[src/rtl/dbl_map.svh]
/*
  Constants for the double-buffered converter host controller.
  Assumes inclusion by bare name from the rtl/ folder.
*/
`ifndef DBL_MAP_SVH
`define DBL_MAP_SVH

`define DBL_CODE_W          16
`define DBL_CODE_ZERO       16'h0000
`define DBL_CODE_POS_FULL   16'h7FFF
`define DBL_CODE_NEG_FULL   16'h8000
`define DBL_STEP_UV         305
`define DBL_CLK_NS          40
`define DBL_SETUP_NS        50
`define DBL_HOLD_NS         10
`define DBL_WP_NS           50
`define DBL_CLEAR_NS        200
`define DBL_CYC(ns)         (((ns) + `DBL_CLK_NS - 1) / `DBL_CLK_NS)
`define DBL_SETUP_CYC       `DBL_CYC(`DBL_SETUP_NS)
`define DBL_HOLD_CYC        `DBL_CYC(`DBL_HOLD_NS)
`define DBL_CLEAR_CYC       `DBL_CYC(`DBL_CLEAR_NS)
`define DBL_WP_CYC          `DBL_CYC(`DBL_WP_NS)
`define DBL_CNT_W           4

`endif

[src/rtl/dbl_pkg.sv]
/*
  Types for the double-buffered converter host controller.
  Assumes nothing of its surroundings.
*/
package dbl_pkg;
  typedef enum logic [2:0] {
    DBL_IDLE  = 3'b000,
    DBL_SETUP = 3'b001,
    DBL_PULSE = 3'b010,
    DBL_HOLD  = 3'b011,
    DBL_CLEAR = 3'b100
  } dbl_state_type;

  typedef enum logic [1:0] {
    DBL_OP_LOAD1  = 2'b00,
    DBL_OP_LOAD2  = 2'b01,
    DBL_OP_BOTH   = 2'b10,
    DBL_OP_ZERO   = 2'b11
  } dbl_op_type;
endpackage : dbl_pkg

[src/rtl/dbl_rst_sync.sv]
/*
  Reset release synchroniser: asynchronous assert, two-flop release.
  Assumes arst_n is a raw active-low reset.
*/
`timescale 1ns/1ps
`default_nettype none
module dbl_rst_sync (
  input  wire logic core_clk,
  input  wire logic arst_n,
  output var  logic rst_n
);
  logic meta_q;
  logic meta_d;
  logic sync_q;
  logic sync_d;

  always_comb begin
    meta_d = 1'b1;
    sync_d = meta_q;
  end

  always_ff @(posedge core_clk or negedge arst_n) begin
    if (!arst_n) begin
      meta_q <= 1'b0;
      sync_q <= 1'b0;
    end else begin
      meta_q <= meta_d;
      sync_q <= sync_d;
    end
  end

  assign rst_n = sync_q;
endmodule : dbl_rst_sync
`default_nettype wire

[src/rtl/dbl_host.sv]
/*
  Host controller driving a 16-bit double-buffered converter through its
  parallel pins: data bus, write strobe, two latch enables and output zero.
  Assumes the converter pins are wired directly; commands come from logic
  on core_clk.
*/
// Operation
// - all controls are active low; host drives low to assert.
// - codes are twos complement; 7FFF max, 8000 min, 0000 zero.
// - host ties unused digital inputs to digital return.
// - multi-converter update: load first latches singly, then second together.
// - write strobe loads whichever latches have their own enable low.
// - transparent path: enables and strobe low, output zero high.
`timescale 1ns/1ps
`default_nettype none
`include "dbl_map.svh"
module dbl_host
  import dbl_pkg::*;
#(
  parameter int CONV_N = 1
) (
  input  wire logic                  core_clk,
  input  wire logic                  arst_n,
  input  wire logic                  cmd_valid,
  input  wire dbl_op_type            cmd_op,
  input  wire logic [`DBL_CODE_W-1:0] cmd_code,
  input  wire logic [CONV_N-1:0]     cmd_sel,
  output var  logic                  cmd_ready,
  output var  logic                  cmd_done,
  output var  logic [`DBL_CODE_W-1:0] data_out,
  output var  logic                  write_n,
  output var  logic [CONV_N-1:0]     stage_one_enable_n,
  output var  logic [CONV_N-1:0]     stage_two_enable_n,
  output var  logic                  output_zero_n,
  output var  logic [`DBL_CODE_W-1:0] shadow_code
);

  // ------------------------------------------------------------
  // reset release
  // ------------------------------------------------------------
  logic rst_n;

  dbl_rst_sync u_rst (
    .core_clk (core_clk),
    .arst_n   (arst_n),
    .rst_n    (rst_n)
  );

  // ------------------------------------------------------------
  // helpers
  // ------------------------------------------------------------
  function automatic logic [`DBL_CNT_W-1:0] cnt_of(input int cyc);
    cnt_of = (cyc < 1) ? `DBL_CNT_W'(1) : `DBL_CNT_W'(cyc);
  endfunction : cnt_of

  // true on the last cycle of a timed phase
  function automatic logic cnt_last(input logic [`DBL_CNT_W-1:0] cnt);
    cnt_last = (cnt <= `DBL_CNT_W'(1));
  endfunction : cnt_last

  // enables of the selected converters when the op reaches this latch
  function automatic logic [CONV_N-1:0] en_mask(
    input logic              hit,
    input logic [CONV_N-1:0] sel
  );
    en_mask = hit ? ~sel : '1;
  endfunction : en_mask

  // ------------------------------------------------------------
  // sequencer
  // ------------------------------------------------------------
  dbl_state_type           state_q,  state_d;
  logic [`DBL_CNT_W-1:0]   cnt_q,    cnt_d;
  logic [`DBL_CODE_W-1:0]  data_q,   data_d;
  logic                    wr_q,     wr_d;
  logic [CONV_N-1:0]       en1_q,    en1_d;
  logic [CONV_N-1:0]       en2_q,    en2_d;
  logic                    zero_q,   zero_d;
  logic                    ready_q,  ready_d;
  logic                    done_q,   done_d;
  logic [`DBL_CODE_W-1:0]  first_q,  first_d;
  logic [`DBL_CODE_W-1:0]  second_q, second_d;

  always_comb begin
    state_d  = state_q;
    cnt_d    = cnt_q;
    data_d   = data_q;
    wr_d     = wr_q;
    en1_d    = en1_q;
    en2_d    = en2_q;
    zero_d   = zero_q;
    ready_d  = ready_q;
    done_d   = 1'b0;
    case (state_q)
      DBL_IDLE: begin
        if (cmd_valid && ready_q) begin
          ready_d = 1'b0;
          if (cmd_op == DBL_OP_ZERO) begin
            zero_d  = 1'b0;
            state_d = DBL_CLEAR;
            cnt_d   = cnt_of(`DBL_CLEAR_CYC);
          end else begin
            data_d  = cmd_code;
            en1_d   = en_mask(cmd_op != DBL_OP_LOAD2, cmd_sel);
            en2_d   = en_mask(cmd_op != DBL_OP_LOAD1, cmd_sel);
            state_d = DBL_SETUP;
            cnt_d   = cnt_of(`DBL_SETUP_CYC);
          end
        end
      end
      DBL_SETUP: begin
        wr_d    = 1'b0;
        state_d = DBL_PULSE;
        cnt_d   = cnt_of(`DBL_WP_CYC);
      end
      DBL_PULSE: begin
        if (!cnt_last(cnt_q)) begin
          cnt_d = cnt_q - `DBL_CNT_W'(1);
        end else begin
          wr_d    = 1'b1;
          state_d = DBL_HOLD;
          cnt_d   = cnt_of(`DBL_HOLD_CYC);
        end
      end
      DBL_HOLD: begin
        if (!cnt_last(cnt_q)) begin
          cnt_d = cnt_q - `DBL_CNT_W'(1);
        end else begin
          en1_d   = '1;
          en2_d   = '1;
          state_d = DBL_IDLE;
          ready_d = 1'b1;
          done_d  = 1'b1;
        end
      end
      DBL_CLEAR: begin
        if (!cnt_last(cnt_q)) begin
          cnt_d = cnt_q - `DBL_CNT_W'(1);
        end else begin
          zero_d   = 1'b1;
          state_d  = DBL_IDLE;
          ready_d  = 1'b1;
          done_d   = 1'b1;
        end
      end
      default: begin
        state_d = DBL_IDLE;
        ready_d = 1'b1;
      end
    endcase
  end

  always_ff @(posedge core_clk or negedge rst_n) begin
    if (!rst_n) begin
      state_q  <= DBL_IDLE;
      cnt_q    <= '0;
      data_q   <= `DBL_CODE_ZERO;
      wr_q     <= 1'b1;
      en1_q    <= '1;
      en2_q    <= '1;
      zero_q   <= 1'b1;
      ready_q  <= 1'b1;
      done_q   <= 1'b0;
    end else begin
      state_q  <= state_d;
      cnt_q    <= cnt_d;
      data_q   <= data_d;
      wr_q     <= wr_d;
      en1_q    <= en1_d;
      en2_q    <= en2_d;
      zero_q   <= zero_d;
      ready_q  <= ready_d;
      done_q   <= done_d;
    end
  end

  // ------------------------------------------------------------
  // shadow of the converter latches
  // ------------------------------------------------------------
  // tracks what each latch holds once the strobe or the clear ends
  always_comb begin
    first_d  = first_q;
    second_d = second_q;
    if (state_q == DBL_PULSE && cnt_last(cnt_q)) begin
      if (en1_q != '1) begin
        first_d = data_q;
      end
      if (en2_q != '1) begin
        second_d = (en1_q != '1) ? data_q : first_q;
      end
    end else if (state_q == DBL_CLEAR && cnt_last(cnt_q)) begin
      first_d  = `DBL_CODE_ZERO;
      second_d = `DBL_CODE_ZERO;
    end
  end

  always_ff @(posedge core_clk or negedge rst_n) begin
    if (!rst_n) begin
      first_q  <= `DBL_CODE_ZERO;
      second_q <= `DBL_CODE_ZERO;
    end else begin
      first_q  <= first_d;
      second_q <= second_d;
    end
  end

  assign cmd_ready          = ready_q;
  assign cmd_done           = done_q;
  assign data_out           = data_q;
  assign write_n            = wr_q;
  assign stage_one_enable_n = en1_q;
  assign stage_two_enable_n = en2_q;
  assign output_zero_n      = zero_q;
  assign shadow_code        = second_q;
endmodule : dbl_host
`default_nettype wire

[config.mk]
export PLATFORM = sky130hd
export DESIGN_NAME = dbl_host
export DESIGN_NICKNAME = d
export VERILOG_FILES = /design/src/rtl/dbl_pkg.sv /design/src/rtl/dbl_rst_sync.sv /design/src/rtl/dbl_host.sv
export VERILOG_INCLUDE_DIRS = /design/src /design/src/rtl
export SDC_FILE = /design/constraint.sdc
export NUM_CORES = 1
export LEC_CHECK = 0
export BUFFER_PORTS_ARGS = -buffer_cell sky130_fd_sc_hd__buf_2
export CORE_ASPECT_RATIO = 0.7
export CORE_MARGIN = 1
export CORE_UTILIZATION = 56
export CTS_BUF_LIST = sky130_fd_sc_hd__clkbuf_8
export DETAILED_ROUTE_END_ITERATION = 8
export HOLD_SLACK_MARGIN = 0.02
export PLACE_DENSITY = 0.81
export SLEW_MARGIN = 20
export SYNTH_ARGS = -nofsm -noshare
export SYNTH_HDL_FRONTEND = slang
export SYNTH_HIERARCHICAL = 1
export SYNTH_SLANG_ARGS = --single-unit
[constraint.sdc]
create_clock -name core_clk -period 2.3 [get_ports core_clk]
set_input_delay 0.575 -clock core_clk [delete_from_list [all_inputs] [get_ports core_clk]]
set_output_delay 0.575 -clock core_clk [all_outputs]
set_load 0.05 [all_outputs]
==> results of run 1 <==
-- routing by layer --
layer / global-route usage / vias up / wire [µm]
met4: 0.09133 / 0 / 99
met2: 0.3721 / 91 / 2759
met3: 0.07794 / 16 / 413
met5: 0 / - / 0
li1: - / 977 / -
met1: 0.3371 / 1065 / 2879
-- cell families (layout without fill, tap and decap cells) --
| logic type | Yosys count | in the layout | share of synthesized area |
|---|---|---|---|
| adders and majority gates | 2 | 2 | 0.008679 |
| buffers and inverters | 21 | 88 | 0.04166 |
| muxes | 34 | 34 | 0.1389 |
| other | 1 | 1 | 0.001301 |
| AOI/OAI and AO/OA | 65 | 65 | 0.1714 |
| and+or+nand+nor | 39 | 39 | 0.08898 |
| DFF | 63 | 63 | 0.5490 |
-- cells in the mapped netlist (all sizes together) --
master / number / share of area
o221ai: 2 / 0.0061
clkbuf: 1 / 0.0013
o21a: 1 / 0.0026
a22o: 17 / 0.052
nand2b: 3 / 0.0065
or3: 1 / 0.0022
mux2i: 16 / 0.056
conb: 1 / 0.0013
and3: 2 / 0.0043
dfstp: 5 / 0.046
a211oi: 1 / 0.0026
or2: 1 / 0.0022
o22ai: 2 / 0.0043
a21oi: 7 / 0.012
a31o: 1 / 0.0030
mux2: 18 / 0.083
nand4: 4 / 0.014
o2bb2ai: 17 / 0.052
a31oi: 2 / 0.0043
o31ai: 1 / 0.0026
nand2: 8 / 0.010
dfrtp: 58 / 0.50
nor2b: 2 / 0.0095
and2: 1 / 0.0022
nor3: 6 / 0.016
ha: 2 / 0.0087
inv: 7 / 0.0091
buf: 13 / 0.031
nor2: 7 / 0.0091
and4: 3 / 0.010
a32oi: 2 / 0.0061
a22oi: 1 / 0.0026
a41oi: 2 / 0.0061
o21ai: 9 / 0.016
nor4b: 1 / 0.0030
-- final timing paths --
path                            slack, ns  cells past startpoint             to          from
min in group core_clk                0.36                      0    u_rst/rst_n  u_rst/meta_q
max in group asynchronous            1.38                      1  output_zero_n   u_rst/rst_n
worst min-delay path                 0.26                      0    data_out[7]   u_rst/rst_n
worst max-delay path                 0.25                      6    first_q[14]      cnt_q[0]
worst max register to register       0.25                      6    first_q[14]      cnt_q[0]
worst min register to register       0.26                      0    data_out[7]   u_rst/rst_n
-- layout make-up --
cell class              count  area [µm²]  share of cell area
clock buffers              10       137.6             0.04016
clock inverters             6       52.55             0.01533
inverters                   7       26.28            0.007667
multi-input cells         141        1185              0.3457
flip-flops and latches     63        1584              0.4622
well taps                  69       86.33             0.02519
repair buffers             65       355.3              0.1037
-- flip-flops by register name, summed over array words and instances, names as in the netlist, 3 cells and up --
| signal | cells |
|---|---|
| state_q | 3 |
| first_q | 16 |
| data_out | 16 |
| shadow_code | 16 |
| cnt_q | 4 |
-- power by group through the flow --
stage	sequential [mW]	clock, mW	combinational [mW]
2_1_floorplan	2.77	0	1.21
3_3_place_gp	2.00	0	2.45
3_5_place_dp	2.03	0	2.51
4_1_cts	2.02	0.943	2.52
5_1_grt	2.09	0.993	2.71
6_report	2.03	0.928	2.53
-- per-stage QoR --
stage	power [mW]	cell area (µm²)	setup WS, ns
after global routing	5.793	3427	0.1128
after floorplan	3.980	2883	0.4247
after CTS	5.488	3422	0.1878
final	5.485	3427	0.2462
after detailed placement	4.539	3222	0.2058
after global placement	4.452	3222	0.2637
-- repair_timing --
| action | CTS | global route |
|---|---|---|
| setup endpoints to repair | 0 | 4 |
| hold endpoints to repair | 2 | 0 |
| hold buffers | 1 | 0 |
| gates resized for setup | 0 | 2 |
-- critical path, delay by kind of cell, from the launching register on --
family	cells	cell delay [ns]
buf+inv	1	0.10
flops	1	0.40
fa+ha+maj	1	0.19
simple gates	3	1.07
compound gates	1	0.23
==> flow_summary.yaml, run 1 <==
cells_and_area:
  antenna_cells: 0
  instances_no_fill: 361
  area_delta_synth_final_pct: 18.88
  postLayoutCoreUtil: 0.7050
  nets: 311
  final_common_cell: "buf_2"
  drive_gt1_frac: 0.3836
  layout_common_cells: "59 x buf_2, 57 x dfrtp_1, 17 x a22o_1, 17 x o2bb2ai_1, 16 x mux2i_1"
  n_fill_cell: 342
placed_design:
  io_buffers: 59
  gp_congestion: 0.8836
  dpl.cell_count: 344
  dp.final_hpwl_um: 4061
worst_setup_path:
  cp_slowest_cell: "nor2b_4"
  cp_cell_sequence: "inv_1 > ha_1 > or2_1 > and4_4 > nor2b_4 > a22o_1"
  worst_setup_path_start_kind: "flop"
  worstPathMaxFanout: 16
  arrival_ns: 2.33
  endpoint_kind: "flop"
  max_stage_delay_ns: 0.42
  path_class: "reg -> reg"
  required_ns: 2.58
power:
  p_comb_frac: 0.461
  internal-power_mw: 2.998
  peakVddDrop_uv: 905.2
  netSwitchingFraction: 0.4534
  p_leak_nw: 1.731
  p_seq_frac: 0.370
  p_clk_frac: 0.169
  power_density_nw_per_um2: 1600
  power.switching_mw: 2.487
global_route:
  grt_max_degree: 38
  grt_pass1_vias: 1912
  grt_overflow: 0
  grt_pass1_wl_um: 9604
  grt_antenna_before_repair: 0
  grtUsageTotal: 0.2458
clock_network:
  cts_buffer_depth: 2
  cts.htree.levels: 3
  clk_pin_slew_ns: 0.07
  cts_tree: "yes"
  cts_buffers: 9
  cts_num_sinks: 63
  clock_latency_ns: 0.34
  clk_root_buffer_cell: "clkbuf_8"
  cts_setup_buffers: 0
synth:
  seq_area_frac_synth: 0.5490
  yosysWarnings: 6
  syn_nets: 249
  synth_area_um2: 2883
  avgSynthCellArea_um2: 12.81
  ys_seq_elements: 63
  synth.distinct_cells: 41
  syn_inst: 225
detailed_routing:
  firstDrtPassIters: 5
  viasPerCell: 5.953
  num_vias: 2149
  drc: 0
  drtAntennaViolNets: 0
  drt-initial-drc-count: 169
  totalWireLength_um: 6151
  avgRoutedWirePerCell_um: 17.04
floorplanning:
  dieArea_um2: 5443
  coreArea_um2: 4861
  die_x_um: 87.76
  ios: 60
  start_util: 0.5931
  die_h_um: 62.03
  rows: 21
sta:
  min_period_ns: 2.054
  rsz0062_at_grt: "no"
  setup-tns-final_ns: 0
  min_period_over_period: 0.8929
  fmax_mhz: 486.9
  fin_worst_skew_ns: 0.005948
  slew_headroom: 0.6241
  slew_viol_final: 0
  hold_viol_final: 0
  worstMarginPinSlew_ns: 0.5639
  hold-worst-slack_ns: 0.2642
  setup_viol: 0
outcome:
  outcome: "finished clean"
worst_hold_path:
  hp-class: "reg -> async"
flow_run:
  max_cap_violations: 0
Note: power is estimated with default switching activity, not from simulation.
==> run 2, diff against run 1 <==
Settings changed: CORE_UTILIZATION 56 to 40, PLACE_DENSITY 0.81 to not set.
==> run 2 against run 1 <==
Combinational power rose by 2%. Non-clock buffer count rose by 5. First-iteration DRC count fell by 47%. Critical path depth did not move. Clock skew rose by 0.0052 ns. Critical path type unchanged.
==> flow_summary.yaml, run 2 (synthesis results as in run 1) <==
placed_design:
  dpl.cell_count: 374
  gp_congestion: 0.8620
  dp.final_hpwl_um: 4379
  io_buffers: 59
clock_network:
  cts_setup_buffers: 0
  clk_root_buffer_cell: "clkbuf_8"
  clock_latency_ns: 0.34
  cts_buffers: 9
  clk_pin_slew_ns: 0.07
  cts_tree: "yes"
  cts_buffer_depth: 2
  cts_num_sinks: 63
  cts.htree.levels: 3
worst_setup_path:
  cp_num_cells: 6
  cpLargestDelayFamily: "simple AND/OR/NAND/NOR gates"
  worst_setup_path_start_kind: "flop"
  cp_cell_sequence: "inv_1 > ha_1 > or2_1 > and4_4 > nor2b_4 > a22o_1"
  critPathBufInv: 1
  endpoint_kind: "flop"
  arrival_ns: 2.32
  max_stage_delay_ns: 0.41
  r2r_cells: 6
  required_ns: 2.57
  worstPathMaxFanout: 16
  cp_slowest_cell: "dfrtp_1"
  ff2ff_setup_slack_ns: 0.26
  path_class: "reg -> reg"
cells_and_area:
  layout_common_cells: "59 x buf_2, 57 x dfrtp_1, 17 x a22o_1, 17 x o2bb2ai_1, 16 x mux2i_1"
  postLayoutCoreUtil: 0.5125
  antenna_cells: 0
  area_delta_synth_final_pct: 21.79
  drive_gt1_frac: 0.3973
  nets: 316
  n_fill_cell: 612
  instances_no_fill: 391
  final_common_cell: "buf_2"
detailed_routing:
  avgRoutedWirePerCell_um: 16.38
  drt-initial-drc-count: 90
  drtAntennaViolNets: 0
  totalWireLength_um: 6405
  firstDrtPassIters: 4
  drc: 0
  num_vias: 2095
  viasPerCell: 5.358
sta:
  setup-tns-final_ns: 0
  min_period_over_period: 0.8891
  min_period_ns: 2.045
  fin_worst_skew_ns: 0.01114
  slew_viol_final: 0
  setup_viol: 0
  hold_viol_final: 0
  fmax_mhz: 489.0
  rsz0062_at_grt: "no"
power:
  power_density_nw_per_um2: 1605
  peakVddDrop_uv: 669.9
  p_leak_nw: 1.742
outcome:
  outcome: "finished clean"
floorplanning:
  ios: 60
  die_h_um: 73.03
  coreArea_um2: 6850
  start_util: 0.4208
  dieArea_um2: 7556
  die_x_um: 103.5
  rows: 25
worst_hold_path:
  hp-class: "reg -> async"
global_route:
  grt_pass1_vias: 2030
  grt_antenna_before_repair: 0
  grt_pass1_wl_um: 10310
  grtUsageTotal: 0.1860
  grt_overflow: 0
  grt_max_degree: 24
flow_run:
  max_cap_violations: 0
[run 2: through the flow]
step / area [µm²] / setup slack [ns] / power, mW / hold slack, ns
2_1_floorplan: 2883 / 0.4247 / 3.980 / 0.2794
6_report: 3511 / 0.2552 / 5.635 / 0.2038
4_1_cts: 3508 / 0.1605 / 5.669 / 0.2311
5_1_grt: 3511 / 0.07268 / 5.957 / 0.2503
3_5_place_dp: 3278 / 0.1777 / 4.577 / 0.2243
3_3_place_gp: 3278 / 0.3294 / 4.548 / 0.2149
[run 2: path summary, 6_finish.rpt]
path,from,to
setup reg to reg,cnt_q[0],first_q[15]
min in group core_clk,u_rst/meta_q,u_rst/rst_n
hold reg to reg,u_rst/rst_n,data_out[12]
max in group asynchronous,u_rst/rst_n,stage_one_enable_n
hold / removal,u_rst/rst_n,data_out[12]
setup / recovery,cnt_q[0],first_q[15]
[run 2: timing repair]
action	4_1_cts	5_1_grt
hold buffers	1	0
gates resized for setup	0	1
endpoints found under the hold margin	2	0
endpoints found under the setup margin	0	7
[run 2: metal layers]
layer / GRT usage / wire length [µm]
met1: 0.2751 / 3337
met2: 0.2597 / 2637
met3: 0.05939 / 407
met4: 0.05164 / 23
met5: 0 / 0
[run 2: layout make-up]
type / instances / area (µm²) / area share
inverters: 7 / 26.28 / 0.007484
clock buffers: 9 / 123.9 / 0.03528
clock inverters: 7 / 96.34 / 0.02744
repair buffers: 70 / 380.4 / 0.1083
well taps: 94 / 117.6 / 0.03350
multi-input cells: 141 / 1182 / 0.3368
flip-flops and latches: 63 / 1584 / 0.4512
[run 2: power by group]
group | total [mW] | leakage, nW | internal (mW) | switching (mW)
sequential | 1.98 | 0.792 | 1.57 | 0.405
clock | 1.08 | 0.102 | 0.611 | 0.464
combinational | 2.58 | 0.848 | 0.926 | 1.65
total | 5.63 | 1.74 | 3.11 | 2.52
